$ cat config.mk
export PLATFORM = sky130hd
export DESIGN_NAME = arbc_top
export DESIGN_NICKNAME = d
export VERILOG_FILES = /design/src/core/arbc_pkg.sv /design/src/core/arbc_top.sv
export VERILOG_INCLUDE_DIRS = /design/src /design/src/core
export SDC_FILE = /design/constraint.sdc
export NUM_CORES = 1
export LEC_CHECK = 0
export BUFFER_PORTS_ARGS = -buffer_cell sky130_fd_sc_hd__buf_2
export CORE_ASPECT_RATIO = 0.8
export CORE_MARGIN = 2
export CORE_UTILIZATION = 50
export CTS_CLUSTER_DIAMETER = 60
export DETAILED_ROUTE_END_ITERATION = 12
export GPL_ROUTABILITY_DRIVEN = 0
export PLACE_DENSITY = 0.76
export SYNTH_ARGS = -nofsm -noshare
export SYNTH_HDL_FRONTEND = slang
export SYNTH_SLANG_ARGS = --single-unit
$ cat constraint.sdc
create_clock -name CORE_CLK_I -period 2.1 [get_ports CORE_CLK_I]
set_input_delay 0.315 -clock CORE_CLK_I [delete_from_list [all_inputs] [get_ports CORE_CLK_I]]
set_output_delay 0.315 -clock CORE_CLK_I [all_outputs]
set_load 0.01 [all_outputs]
$ cat src/core/arbc_cfg.svh
// Register offsets, reset values, backoff limit codes and result codes of the auto-retry/backoff config bank
//
// How it works
// Frame retransmission count readable as a 4-bit field, 0 to 15.
// Backoff retry count readable as a 3-bit field, 0 to 5.
// Both live counters update when a backoff cycle or transmit cycle begins.
// Retransmit unacknowledged frame at most the limit (default 3, legal 0..15), then cancel.
// Repeat channel access at most the backoff limit (default 4, legal 0..5), then cancel.
// Backoff limit 7 sends at once without channel access; 6 is reserved.
// Slot-aligned bit 0 (default): acknowledgment sent automatically when requested.
// Slot-aligned bit 1: acknowledgment not sent on its own; host controls it.
// Host times slotted acknowledgments to start on backoff slot boundaries.
// Host rising edge on trigger pin starts slotted acknowledgment; device sends then.
// While awaiting the trigger, transaction result shows the ack-wait success code.
// Seed low byte is read/write and resets to 0xea.
// Seed is the low byte plus 3 high bits; it drives backoff randomness.
// Every wakeup from deepest sleep reloads the backoff generator from the seed.
// Host should load both seed fields with random values.
// Host should rewrite the seed fields after every deepest sleep period.
// Seed-high register holds version accept, pending, suppress, coordinator, seed high.
// Live counter register is read-only; writes leave counters unchanged.
// With acknowledge suppress set, no acknowledgment is ever transmitted; the code checks only new requests, so a held slotted ack is still sent.
// Both live counters clear to zero at each new transaction start.
`ifndef ARBC_CFG_SVH
`define ARBC_CFG_SVH

`define ARBC_ADDR_W 6
`define ARBC_OFS_COUNTERS 6'h19
`define ARBC_OFS_LIMITS 6'h2c
`define ARBC_OFS_SEED_LO 6'h2d
`define ARBC_OFS_SEED_HI 6'h2e

`define ARBC_RST_LIMITS 8'h38
`define ARBC_RST_SEED_LO 8'hea
`define ARBC_RST_SEED_HI 8'h42

`define ARBC_BO_LIMIT_MAX 3'h5
`define ARBC_BO_LIMIT_RSVD 3'h6
`define ARBC_BO_LIMIT_NOCCA 3'h7

`define ARBC_TR_SUCCESS 3'h0
`define ARBC_TR_ACK_WAIT 3'h1
`define ARBC_TR_NO_ACK 3'h5
`define ARBC_TR_CH_BUSY 3'h3
`define ARBC_TR_IDLE 3'h7

`endif

$ cat src/core/arbc_pkg.sv
// Types for the auto-retry/backoff config bank
`default_nettype none
package arbc_pkg;

    typedef struct packed {
        logic [3:0] frame_retry_limit;
        logic [2:0] backoff_retry_limit;
        logic slotted_ack;
    } arbc_limits_t;

    typedef struct packed {
        logic [1:0] frame_version_accept;
        logic pending_flag_value;
        logic ack_suppress;
        logic coordinator_role;
        logic [2:0] seed_high;
    } arbc_seed_hi_t;

    typedef struct packed {
        logic [3:0] live_retx_count;
        logic [2:0] live_backoff_retry_count;
        logic reserved0;
    } arbc_counters_t;

    typedef enum logic [2:0] {
        ARBC_IDLE = 3'b000,
        ARBC_BACKOFF = 3'b001,
        ARBC_TX = 3'b010,
        ARBC_ACK_WAIT = 3'b011,
        ARBC_RX_ACK_HOLD = 3'b100,
        ARBC_ACK_TX = 3'b101
    } arbc_state_t;

endpackage

`default_nettype wire

$ cat src/core/arbc_top.sv
// Auto-retry transmit sequencer, slotted acknowledge control and seed registers
//
// The plain strobed port was chosen for this implementation.
`timescale 1ns/1ns
`default_nettype none
`include "arbc_cfg.svh"

module arbc_top (
    input wire logic CORE_CLK_I,
    input wire logic RST_N_I,
    input wire logic [`ARBC_ADDR_W-1:0] ADDR_I,
    input wire logic [7:0] WDATA_I,
    input wire logic WR_I,
    input wire logic RD_I,
    output logic [7:0] RDATA_O,
    input wire logic TX_START_I,
    input wire logic CCA_IDLE_I,
    input wire logic CCA_DONE_I,
    input wire logic TX_DONE_I,
    input wire logic ACK_RX_I,
    input wire logic ACK_TIMEOUT_I,
    input wire logic RX_ACK_REQ_I,
    input wire logic DEEPEST_SLEEP_STATE_WAKE_I,
    input wire logic SLEEP_TX_TRIGGER_PIN_I,
    output logic FRAME_TX_O,
    output logic ACK_TX_O,
    output logic [2:0] TRANSACTION_RESULT_O,
    output logic TXN_DONE_O,
    output logic [10:0] BACKOFF_RANDOM_O,
    output logic [1:0] FRAME_VERSION_ACCEPT_O,
    output logic PENDING_FLAG_VALUE_O,
    output logic COORDINATOR_ROLE_O
);

    arbc_pkg::arbc_limits_t limits_r;
    arbc_pkg::arbc_seed_hi_t seed_hi_r;
    logic [7:0] seed_lo_r;
    logic [3:0] retx_r;
    logic [2:0] bo_retry_r;
    arbc_pkg::arbc_state_t state_r;
    logic [2:0] result_r;
    logic [10:0] lfsr_r;
    logic trig_s1_r;
    logic trig_s2_r;
    logic trig_s3_r;
    logic trig_rise;
    logic wr_limits;
    logic wr_seed_lo;
    logic wr_seed_hi;
    logic [7:0] rdata_nxt;
    arbc_pkg::arbc_counters_t counters;

    function automatic logic addr_hit(input logic [`ARBC_ADDR_W-1:0] a, input logic [`ARBC_ADDR_W-1:0] ofs);
        addr_hit = (a == ofs);
    endfunction

    assign wr_limits = WR_I && addr_hit(ADDR_I, `ARBC_OFS_LIMITS);
    assign wr_seed_lo = WR_I && addr_hit(ADDR_I, `ARBC_OFS_SEED_LO);
    assign wr_seed_hi = WR_I && addr_hit(ADDR_I, `ARBC_OFS_SEED_HI);

    // Writable control registers
    always_ff @(posedge CORE_CLK_I) begin
        if (!RST_N_I) begin
            limits_r <= `ARBC_RST_LIMITS;
        end else if (wr_limits) begin
            limits_r <= WDATA_I;
        end
    end

    always_ff @(posedge CORE_CLK_I) begin
        if (!RST_N_I) begin
            seed_lo_r <= `ARBC_RST_SEED_LO;
        end else if (wr_seed_lo) begin
            seed_lo_r <= WDATA_I;
        end
    end

    always_ff @(posedge CORE_CLK_I) begin
        if (!RST_N_I) begin
            seed_hi_r <= `ARBC_RST_SEED_HI;
        end else if (wr_seed_hi) begin
            seed_hi_r <= WDATA_I;
        end
    end

    // Counter register has no write path
    assign counters = '{live_retx_count: retx_r, live_backoff_retry_count: bo_retry_r, reserved0: 1'b0};

    always_comb begin
        rdata_nxt = 8'h00;
        if (addr_hit(ADDR_I, `ARBC_OFS_COUNTERS)) begin
            rdata_nxt = counters; // see R1 //
        end else if (addr_hit(ADDR_I, `ARBC_OFS_LIMITS)) begin
            rdata_nxt = limits_r;
        end else if (addr_hit(ADDR_I, `ARBC_OFS_SEED_LO)) begin
            rdata_nxt = seed_lo_r;
        end else if (addr_hit(ADDR_I, `ARBC_OFS_SEED_HI)) begin
            rdata_nxt = seed_hi_r;
        end
    end

    // Read data valid only in the cycle after the strobe
    always_ff @(posedge CORE_CLK_I) begin
        if (!RST_N_I) begin
            RDATA_O <= 8'h00;
        end else if (RD_I) begin
            RDATA_O <= rdata_nxt;
        end else begin
            RDATA_O <= 8'h00;
        end
    end

    // Trigger pin synchroniser and edge detect
    always_ff @(posedge CORE_CLK_I) begin
        if (!RST_N_I) begin
            trig_s1_r <= 1'b0;
            trig_s2_r <= 1'b0;
            trig_s3_r <= 1'b0;
        end else begin
            trig_s1_r <= SLEEP_TX_TRIGGER_PIN_I;
            trig_s2_r <= trig_s1_r;
            trig_s3_r <= trig_s2_r;
        end
    end

    assign trig_rise = trig_s2_r && !trig_s3_r;

    // Backoff random generator, reloaded from the seed on wake
    always_ff @(posedge CORE_CLK_I) begin
        if (!RST_N_I) begin
            lfsr_r <= 11'({`ARBC_RST_SEED_HI, `ARBC_RST_SEED_LO});
        end else if (DEEPEST_SLEEP_STATE_WAKE_I) begin
            lfsr_r <= {seed_hi_r.seed_high, seed_lo_r}; // see R13 //
        end else if (lfsr_r == 11'h000) begin
            lfsr_r <= 11'h001;
        end else begin
            lfsr_r <= {lfsr_r[9:0], lfsr_r[10] ^ lfsr_r[8]};
        end
    end

    assign BACKOFF_RANDOM_O = lfsr_r;

    // Transaction sequencer and live counters
    always_ff @(posedge CORE_CLK_I) begin
        if (!RST_N_I) begin
            state_r <= arbc_pkg::ARBC_IDLE;
            retx_r <= 4'h0;
            bo_retry_r <= 3'h0;
            result_r <= `ARBC_TR_IDLE;
            TXN_DONE_O <= 1'b0;
        end else begin
            TXN_DONE_O <= 1'b0;
            unique case (state_r)
                arbc_pkg::ARBC_IDLE: begin
                    if (TX_START_I) begin
                        retx_r <= 4'h0;
                        bo_retry_r <= 3'h0;
                        if (limits_r.backoff_retry_limit == `ARBC_BO_LIMIT_NOCCA) begin
                            state_r <= arbc_pkg::ARBC_TX;
                        end else begin
                            state_r <= arbc_pkg::ARBC_BACKOFF;
                        end
                    end else if (RX_ACK_REQ_I && !seed_hi_r.ack_suppress) begin
                        if (limits_r.slotted_ack) begin
                            state_r <= arbc_pkg::ARBC_RX_ACK_HOLD;
                            result_r <= `ARBC_TR_ACK_WAIT;
                        end else begin
                            state_r <= arbc_pkg::ARBC_ACK_TX;
                        end
                    end
                end
                arbc_pkg::ARBC_BACKOFF: begin
                    if (CCA_DONE_I) begin
                        if (CCA_IDLE_I) begin
                            state_r <= arbc_pkg::ARBC_TX;
                        end else if (bo_retry_r >= limits_r.backoff_retry_limit
                                     || bo_retry_r >= `ARBC_BO_LIMIT_MAX) begin
                            state_r <= arbc_pkg::ARBC_IDLE;
                            result_r <= `ARBC_TR_CH_BUSY;
                            TXN_DONE_O <= 1'b1;
                        end else begin
                            bo_retry_r <= bo_retry_r + 3'h1;
                        end
                    end
                end
                arbc_pkg::ARBC_TX: begin
                    if (TX_DONE_I) begin
                        state_r <= arbc_pkg::ARBC_ACK_WAIT;
                    end
                end
                arbc_pkg::ARBC_ACK_WAIT: begin
                    if (ACK_RX_I) begin
                        state_r <= arbc_pkg::ARBC_IDLE;
                        result_r <= `ARBC_TR_SUCCESS;
                        TXN_DONE_O <= 1'b1;
                    end else if (ACK_TIMEOUT_I) begin
                        if (retx_r >= limits_r.frame_retry_limit) begin
                            state_r <= arbc_pkg::ARBC_IDLE;
                            result_r <= `ARBC_TR_NO_ACK;
                            TXN_DONE_O <= 1'b1;
                        end else begin
                            retx_r <= retx_r + 4'h1;
                            bo_retry_r <= 3'h0;
                            if (limits_r.backoff_retry_limit == `ARBC_BO_LIMIT_NOCCA) begin
                                state_r <= arbc_pkg::ARBC_TX;
                            end else begin
                                state_r <= arbc_pkg::ARBC_BACKOFF;
                            end
                        end
                    end
                end
                arbc_pkg::ARBC_RX_ACK_HOLD: begin
                    if (trig_rise) begin
                        state_r <= arbc_pkg::ARBC_ACK_TX;
                    end
                end
                arbc_pkg::ARBC_ACK_TX: begin
                    state_r <= arbc_pkg::ARBC_IDLE;
                    result_r <= `ARBC_TR_SUCCESS;
                end
                default: begin
                    state_r <= arbc_pkg::ARBC_IDLE;
                end
            endcase
        end
    end

    assign FRAME_TX_O = (state_r == arbc_pkg::ARBC_TX);
    assign ACK_TX_O = (state_r == arbc_pkg::ARBC_ACK_TX); // see R7 //
    assign TRANSACTION_RESULT_O = result_r;
    assign FRAME_VERSION_ACCEPT_O = seed_hi_r.frame_version_accept;
    assign PENDING_FLAG_VALUE_O = seed_hi_r.pending_flag_value;
    assign COORDINATOR_ROLE_O = seed_hi_r.coordinator_role;

endmodule

`default_nettype wire

==> results_dict.tcl, run 1 <==
set metrics [dict create \
    status "complete, no violations" \
    drtAntennaViolNets 0 \
    h-tree-depth 3 \
    worstPathRequired_ns 2.32 \
    drive_gt1_frac 0.227 \
    ir_drop_uv 524 \
    dieHeight_um 72.4 \
    ctsHoldBuffers 0 \
    start_kind "flop" \
    rows 24 \
    whs_ns 0.186 \
    ctsLongestPathBuffers 2 \
    cap_violations 0 \
    ios 56 \
    antenna_found_initial 0 \
    nNetsFinal 441 \
    hold_end "trig_s1_r" \
    wire_per_inst_um 15.0 \
    via_per_inst 5.63 \
    synth-seq-cells 60 \
    post-route-period-util 0.946 \
    arrival_ns 2.21 \
    syn_nets 383 \
    totalWireLength_um 7280 \
    grt_max_degree 28 \
    drv_slew 0 \
    finalSetupTns_ns 0 \
    relSlewSlack 0.674 \
    initial_core_util 0.527 \
    cts_tree "built" \
    cts.sinks 60 \
    grt_pass1_wl_um 11300 \
    core_sq_um 5560 \
    r2r_start "retx_r[0]" \
    avgSynthCellArea_sq_um 8.46 \
    hold_start "SLEEP_TX_TRIGGER_PIN_I" \
    reg2reg_depth 8 \
    place_hpwl_um 5250 \
    cts-root-buf "clkbuf_8" \
    synthCells 346 \
    crit_path_end_kind "flop" \
    setup_viol 0 \
    drcViolationCount 0 \
    worst-setup-path-type "flop to flop" \
    synth_warnings 0 \
    rsz0062_at_grt "false" \
    tightest_slew_ns 0.489 \
    clk_latency_ns 0.33 \
    num_antenna_cells 0 \
    fmax_mhz 503 \
    yosysSeqAreaShare 0.410 \
    clk_pin_slew_ns 0.07 \
    overflow 0 \
    syn2layout_area_growth_pct 19.0 \
    final_common_cell "dfxtp_1" \
    hold_path.class "input port to flop" \
    post_cts_buffers 0 \
    power_density_nw_per_um2 858 \
    die_area_sq_um 6490 \
    drt_iter0_drc 208 \
    synth_area_sq_um 2930 \
    final_cell_mix "dfxtp_1, buf_2, nand2_1" \
    portBuffers 55 \
    die_w_um 89.6 \
    ys_types 55 \
    dr.pass1.iters 4 \
    fin_skew_ns 0.00624 \
    grtUsageTotal 0.229 \
    numCtsBuffers 9 \
    grt_pass1_vias 2415 \
    hold_viol_final 0 \
    p_leak_nw 1.46 \
    reg2reg_setup_slack_ns 0.11 \
    fin_crit_ns 1.99 \
    vias 2740 \
    cp_max_fo 5 \
    rr_endpoint "retx_r[3]" \
    whs_path_depth 2 \
]
==> Yosys cell counts (all sizes together) <==
cell / n / share of area
dfxtp: 60 / 0.41
nand2: 54 / 0.069
nand3: 22 / 0.038
nor2: 22 / 0.031
mux2i: 19 / 0.065
o21ai: 19 / 0.032
a21oi: 17 / 0.029
inv: 14 / 0.018
nand2b: 11 / 0.024
ha: 10 / 0.043
buf: 9 / 0.019
a22o: 8 / 0.024
clkbuf: 8 / 0.011
nor3: 7 / 0.014
a211oi: 5 / 0.015
nor2b: 5 / 0.011
o22ai: 5 / 0.011
or3: 5 / 0.012
and2: 4 / 0.0085
o211ai: 4 / 0.010
a31oi: 3 / 0.0064
nand4: 3 / 0.0064
nor3b: 3 / 0.0077
a21o: 2 / 0.0051
a221oi: 2 / 0.012
a22oi: 2 / 0.0051
a31o: 2 / 0.0060
and4: 2 / 0.0060
nand3b: 2 / 0.0051
nor4: 2 / 0.0043
or2: 2 / 0.0043
or4: 2 / 0.0051
a311oi: 1 / 0.0030
and3: 1 / 0.0021
nand4b: 1 / 0.0030
nand4bb: 1 / 0.0038
nor4bb: 1 / 0.0034
o21a: 1 / 0.0026
o221a: 1 / 0.0038
o22a: 1 / 0.0030
o31ai: 1 / 0.0026
o32a: 1 / 0.0034
or3b: 1 / 0.0030
==> final cells by class <==
cell class                 count  area [sq um]
tap                           78          97.6
inverter                      14          52.6
clock inverter                 4          22.5
fill                         508          2070
multi-input combinational    255          1600
clock buffer                  12           165
sequential                    60          1200
timing repair buffer          64           343
==> kinds of logic after synthesis <==
| kind of cell | count (synthesis) | synth area share |
|---|---|---|
| compound gates | 75 | 0.174 |
| fa+ha+maj | 10 | 0.0427 |
| buf+inv | 31 | 0.0474 |
| flops | 60 | 0.410 |
| mux | 19 | 0.0650 |
| simple gates | 151 | 0.261 |
==> what timing repair did <==
item / 4_1_cts / 5_1_grt
resized for setup: 0 / 4
setup endpoints to repair: 0 / 4
endpoints found under the hold margin: 0 / 0
==> through the flow <==
step                cells  cell area (sq um)  setup WS [ns]   util  power (mW)
global placement      471               3280          0.226  0.591        2.00
CTS                   487               3470          0.111  0.625        2.96
floorplan             346               2930          0.113      -        1.85
detailed placement    471               3280          0.123  0.591        2.02
finish                487               3480          0.112  0.627        2.99
global route          487               3480        0.00768  0.627        3.14
==> layer usage <==
| metal | vias to the layer above | wire (um) | global-route usage | share of wire |
|---|---|---|---|---|
| met4 | 0 | 93 | 0.101 | 0.013 |
| met2 | 103 | 3190 | 0.332 | 0.44 |
| li1 | 1354 | - | - | - |
| met5 | - | 0 | 0 | 0 |
| met3 | 10 | 510 | 0.0512 | 0.070 |
| met1 | 1273 | 3490 | 0.324 | 0.48 |
==> worst max-delay path by stage <==
stage,slack [ns],startpoint,depth (start not counted),end
2_1_floorplan,0.11,retx_r[0],7,retx_r[0]
3_3_place_gp,0.23,bo_retry_r[0],7,bo_retry_r[0]
4_1_cts,0.11,bo_retry_r[0],7,bo_retry_r[0]
3_5_place_dp,0.12,bo_retry_r[0],7,bo_retry_r[0]
6_report,0.11,retx_r[0],8,retx_r[3]
5_1_grt,0.008,retx_r[0],8,retx_r[3]
==> flip-flops by register name, summed over array words and instances, names as in the netlist, 4 cells and up <==
signal,flops
BACKOFF_RANDOM_O,11
RDATA_O,8
limits_r,8
seed_lo_r,8
retx_r,4
seed_hi_r,4
==> report_power, final <==
part	internal, mW	switching, mW
Sequential	1.20	0.0953
Clock	0.518	0.432
Combinational	0.326	0.417
==> critical path, stage by stage (launching register included) <==
cell and delay (ns):
dfxtp_1 0.33, inv_1 0.06, ha_1 0.28, nor3b_1 0.20, o21ai_1 0.12, buf_4 0.17, a221oi_4 0.37, nand4_1 0.18
mux2i_1 0.14
No activity file was read; power rests on OpenSTA's default activity.
==> inputs of run 2 (changes only) <==
- CORE_UTILIZATION: 50 -> 40
- PLACE_DENSITY: 0.76 -> default
==> run 2 against run 1 <==
Compared with the run above:
- sequential power barely moved
- power up 12%
- clock skew rose by 0.0038 ns
- worst hold slack hardly changed
- die area grew 24%
- clock power increased by 36%
- critical path depth down 1
- critical endpoint is now retx_r[0]
- highest routed layer unchanged
==> results_dict.tcl, run 2 (same netlist as run 1, synthesis figures left out) <==
set metrics [dict create \
    status "complete, no violations" \
    wire_per_inst_um 15.0 \
    hold_path.class "input port to flop" \
    whs_path_depth 2 \
    power_density_nw_per_um2 934 \
    power_mw 3.35 \
    post_cts_resized 0 \
    drive_gt1_frac 0.238 \
    cts-root-buf "clkbuf_8" \
    setup_viol 0 \
    path_buf_inv 1 \
    rr_endpoint "retx_r[0]" \
    p_int_mw 2.36 \
    syn2layout_area_growth_pct 22.5 \
    fillers 688 \
    drv_slew 0 \
    worstPathRequired_ns 2.36 \
    cp_slowest_cell "or4_1" \
    rsz0062_at_grt "false" \
    cts_tree "built" \
    drcViolationCount 0 \
    final_cell_mix "dfxtp_1, buf_2, nand2_1" \
    largest_register_ffs 11 \
    clk_pin_slew_ns 0.07 \
    drtAntennaViolNets 0 \
    antenna_found_initial 0 \
    design_area_sq_um 3590 \
    final_common_cell "dfxtp_1" \
    crit_cells 7 \
    utilization 0.513 \
    cp_max_fo 3 \
    cts.sinks 60 \
    post-route-period-util 0.929 \
    finalSetupTns_ns 0 \
    arrival_ns 2.21 \
    die_w_um 99.7 \
    p_comb_frac 0.230 \
    grt_pass1_wl_um 12400 \
    worst_slack_ns 0.148 \
    ctsLongestPathBuffers 2 \
    die_area_sq_um 8020 \
    portBuffers 55 \
    fin_crit_ns 1.95 \
    numCtsBuffers 9 \
    totalWireLength_um 7490 \
    relSlewSlack 0.689 \
    crit_family "simple AND/OR/NAND/NOR gates" \
    drt_iter0_drc 196 \
    via_per_inst 5.48 \
    grt_max_degree 21 \
    fin_skew_ns 0.0100 \
    rows 27 \
    placed_area_sq_um 3310 \
    nNetsFinal 443 \
    dr.pass1.iters 5 \
    vias 2731 \
    post_cts_buffers 0 \
    crit_start "retx_r[0]" \
    slowest_delay_ns 0.46 \
    grt_pass1_vias 2505 \
    start_kind "flop" \
    worst-setup-path-type "flop to flop" \
    cp-endpoint "retx_r[0]" \
    ios 56 \
    num_antenna_cells 0 \
    grtUsageTotal 0.198 \
    p_sw_mw 0.986 \
    ir_drop_uv 328 \
    fmax_mhz 512 \
    place_hpwl_um 5490 \
    overflow 0 \
    clk_latency_ns 0.34 \
    hold_viol_final 0 \
    preCtsSetupSlack_ns 0.122 \
    core_sq_um 6990 \
    switching_share 0.294 \
    r2r_start "retx_r[0]" \
    cap_violations 0 \
    crit_path_end_kind "flop" \
    h-tree-depth 3 \
    reg2reg_setup_slack_ns 0.15 \
    p_leak_nw 1.50 \
    clkPwrFrac 0.384 \
    tightest_slew_ns 0.466 \
    ctsHoldBuffers 0 \
    crit_chain "inv_1 -> ha_1 -> nor3b_2 -> o21ai_1 -> a22o_1 -> or4_1 -> o22ai_1" \
    dieHeight_um 80.5 \
    initial_core_util 0.419 \
    seq_power_share 0.386 \
    reg2reg_depth 7 \
]
==> run 2: cell count changes in the layout (fill, tap and decap cells not counted), moves of 2 or more <==
cell	previous run	this run
buf_4	9	11
clkbuf_8	12	10
nor3b_1	3	1
bufinv_16	0	3
nor3b_2	0	2
clkinv_2	3	1
==> run 2: cell type report <==
type | instances | area, sq um | share of cell area
Timing Repair Buffer | 66 | 358 | 0.0998
Clock buffer | 10 | 138 | 0.0384
Sequential cell | 60 | 1200 | 0.336
Clock inverter | 6 | 111 | 0.0311
Tap cell | 87 | 109 | 0.0304
Inverter | 14 | 52.6 | 0.0147
Multi-Input combinational cell | 255 | 1610 | 0.450
==> run 2: metal layers <==
| layer | track usage | part of all wire |
|---|---|---|
| met2 | 0.289 | 0.43 |
| met4 | 0.0603 | 0.012 |
| met1 | 0.283 | 0.50 |
| met3 | 0.0522 | 0.064 |
| met5 | 0 | 0 |
==> run 2: worst min path at each step <==
stage / startpoint / endpoint / slack, ns
floorplan: trig_s1_r / trig_s2_r / 0.41
finish: SLEEP_TX_TRIGGER_PIN_I / trig_s1_r / 0.19
global route: SLEEP_TX_TRIGGER_PIN_I / trig_s1_r / 0.18
global placement: trig_s1_r / trig_s2_r / 0.42
detailed placement: trig_s1_r / trig_s2_r / 0.42
CTS: SLEEP_TX_TRIGGER_PIN_I / trig_s1_r / 0.17
==> run 2: stage by stage <==
step                hold WS [ns]  cells
floorplan                  0.412    346
global placement           0.416    482
detailed placement         0.421    482
CTS                        0.170    498
global route               0.184    498
finish                     0.186    498
==> run 2: power groups by stage <==
stage          clock (mW)  combinational [mW]  sequential [mW]
2_1_floorplan           0               0.563             1.28
4_1_cts              1.32               0.730             1.29
3_3_place_gp            0               0.717             1.31
3_5_place_dp            0               0.723             1.31
5_1_grt              1.37               0.843             1.31
6_report             1.29               0.771             1.29
==> inputs of run 3 (changes only) <==
- CORE_ASPECT_RATIO: 0.8 -> 0.75
==> run 3 against run 2 <==
Compared with the run above:
- register-to-register slack worse by 0.03 ns
- non-clock buffer count up 5
- sequential power about the same
- via count up 1.4%
- routed wire length up 3.8%
- cell area up 1.4%
- first-iteration DRC count down 8.7%
- clock power about the same
- fmax down 1.5%
- critical path depth up 1
- worst setup slack worse by 0.029 ns
- cell count up 3.2%
- largest power group unchanged
==> results_dict.tcl, run 3 (same netlist as run 1, synthesis figures left out) <==
set metrics [dict create \
    status "complete, no violations" \
    ios 56 \
    relSlewSlack 0.703 \
    cts.sinks 60 \
    path_buf_inv 2 \
    dr.pass1.iters 5 \
    vias 2768 \
    via_per_inst 5.39 \
    place_hpwl_um 5760 \
    core_sq_um 6960 \
    totalWireLength_um 7780 \
    p_leak_nw 1.53 \
    die_area_sq_um 8030 \
    final_cells 514 \
    numCtsBuffers 9 \
    drt_iter0_drc 179 \
    crit_path_end_kind "flop" \
    num_antenna_cells 0 \
    initial_core_util 0.421 \
    rows 26 \
    hold_path.class "input port to flop" \
    h-tree-depth 3 \
    design_area_sq_um 3630 \
    setup_viol 0 \
    drcViolationCount 0 \
    arrival_ns 2.21 \
    drtAntennaViolNets 0 \
    syn2layout_area_growth_pct 24.1 \
    fin_crit_ns 1.98 \
    whs_ns 0.183 \
    cts-root-buf "clkbuf_8" \
    die_w_um 103 \
    start_kind "flop" \
    worst-setup-path-type "flop to flop" \
    grt_max_degree 18 \
    crit_family "simple AND/OR/NAND/NOR gates" \
    nNetsFinal 448 \
    clk_latency_ns 0.33 \
    power_density_nw_per_um2 926 \
    cp_max_fo 6 \
    worstPathRequired_ns 2.33 \
    portBuffers 55 \
    crit_chain "inv_1 -> ha_1 -> nor3b_1 -> o22a_1 -> buf_4 -> nand3b_1 -> and2_1 -> a31o_1" \
    drive_gt1_frac 0.245 \
    fmax_mhz 505 \
    grt_busiest_layer "met1" \
    largest_register_ffs 11 \
    fin_skew_ns 0.00476 \
    grt_pass1_wl_um 12400 \
    cp_slowest_cell "dfxtp_2" \
    cap_violations 0 \
    slowest_delay_ns 0.39 \
    ir_drop_uv 504 \
    overflow 0 \
    met2_usage 0.282 \
    grt_pass1_vias 2443 \
    post-route-period-util 0.943 \
    dp_cells 495 \
    final_common_cell "dfxtp_1" \
    hold_viol_final 0 \
    met1_usage 0.301 \
    wire_per_inst_um 15.1 \
    dieHeight_um 78.1 \
    grtUsageTotal 0.202 \
    cts_tree "built" \
    clk_pin_slew_ns 0.06 \
    placed_area_sq_um 3340 \
    antenna_found_initial 0 \
    grtUsageMet3 0.0508 \
    final_cell_mix "dfxtp_1, buf_2, nand2_1" \
    ctsLongestPathBuffers 2 \
    drv_slew 0 \
    tightest_slew_ns 0.445 \
]
run 3: final timing paths:
kind | startpoint | slack [ns] | depth (start not counted) | end
max | bo_retry_r[0] | 0.12 | 8 | state_r[0]
min | SLEEP_TX_TRIGGER_PIN_I | 0.18 | 2 | trig_s1_r
max reg2reg | bo_retry_r[0] | 0.12 | 8 | state_r[0]
min reg2reg | trig_s1_r | 0.45 | 1 | trig_s2_r
run 3: cell type report:
type | count | area [sq um]
timing repair buffer | 71 | 395
clock inverter | 4 | 95.1
multi-input combinational | 255 | 1610
fill | 693 | 3330
tap | 98 | 123
inverter | 14 | 52.6
sequential | 60 | 1200
clock buffer | 12 | 155
run 3: through the flow:
stage               setup TNS [ns]  power (mW)   util  worst slack (ns)
finish                           0        3.37  0.522             0.119
global route               -0.0264        3.52  0.522           -0.0264
CTS                              0        3.35  0.515            0.0749
detailed placement               0        2.05  0.479            0.0905
global placement                 0        2.03  0.479             0.205
floorplan                        0        1.85      -             0.113
run 3: power breakdown:
group | leakage (nW) | switching [mW] | internal (mW) | total, mW
sequential | 0.488 | 0.0892 | 1.20 | 1.29
combinational | 0.911 | 0.439 | 0.341 | 0.779
clock | 0.127 | 0.443 | 0.852 | 1.29
run 3: layer usage:
layer  vias to the layer above  wire length [um]
li1                       1371                 -
met1                      1287              3860
met2                       102              3270
met3                         8               580
met4                         0                68
met5                         -                 0
run 3: what timing repair did:
item                       4_1_cts  5_1_grt
setup endpoints to repair        0        6
buffers inserted                 0        3
hold buffers                     0        0
resized for setup                0        7
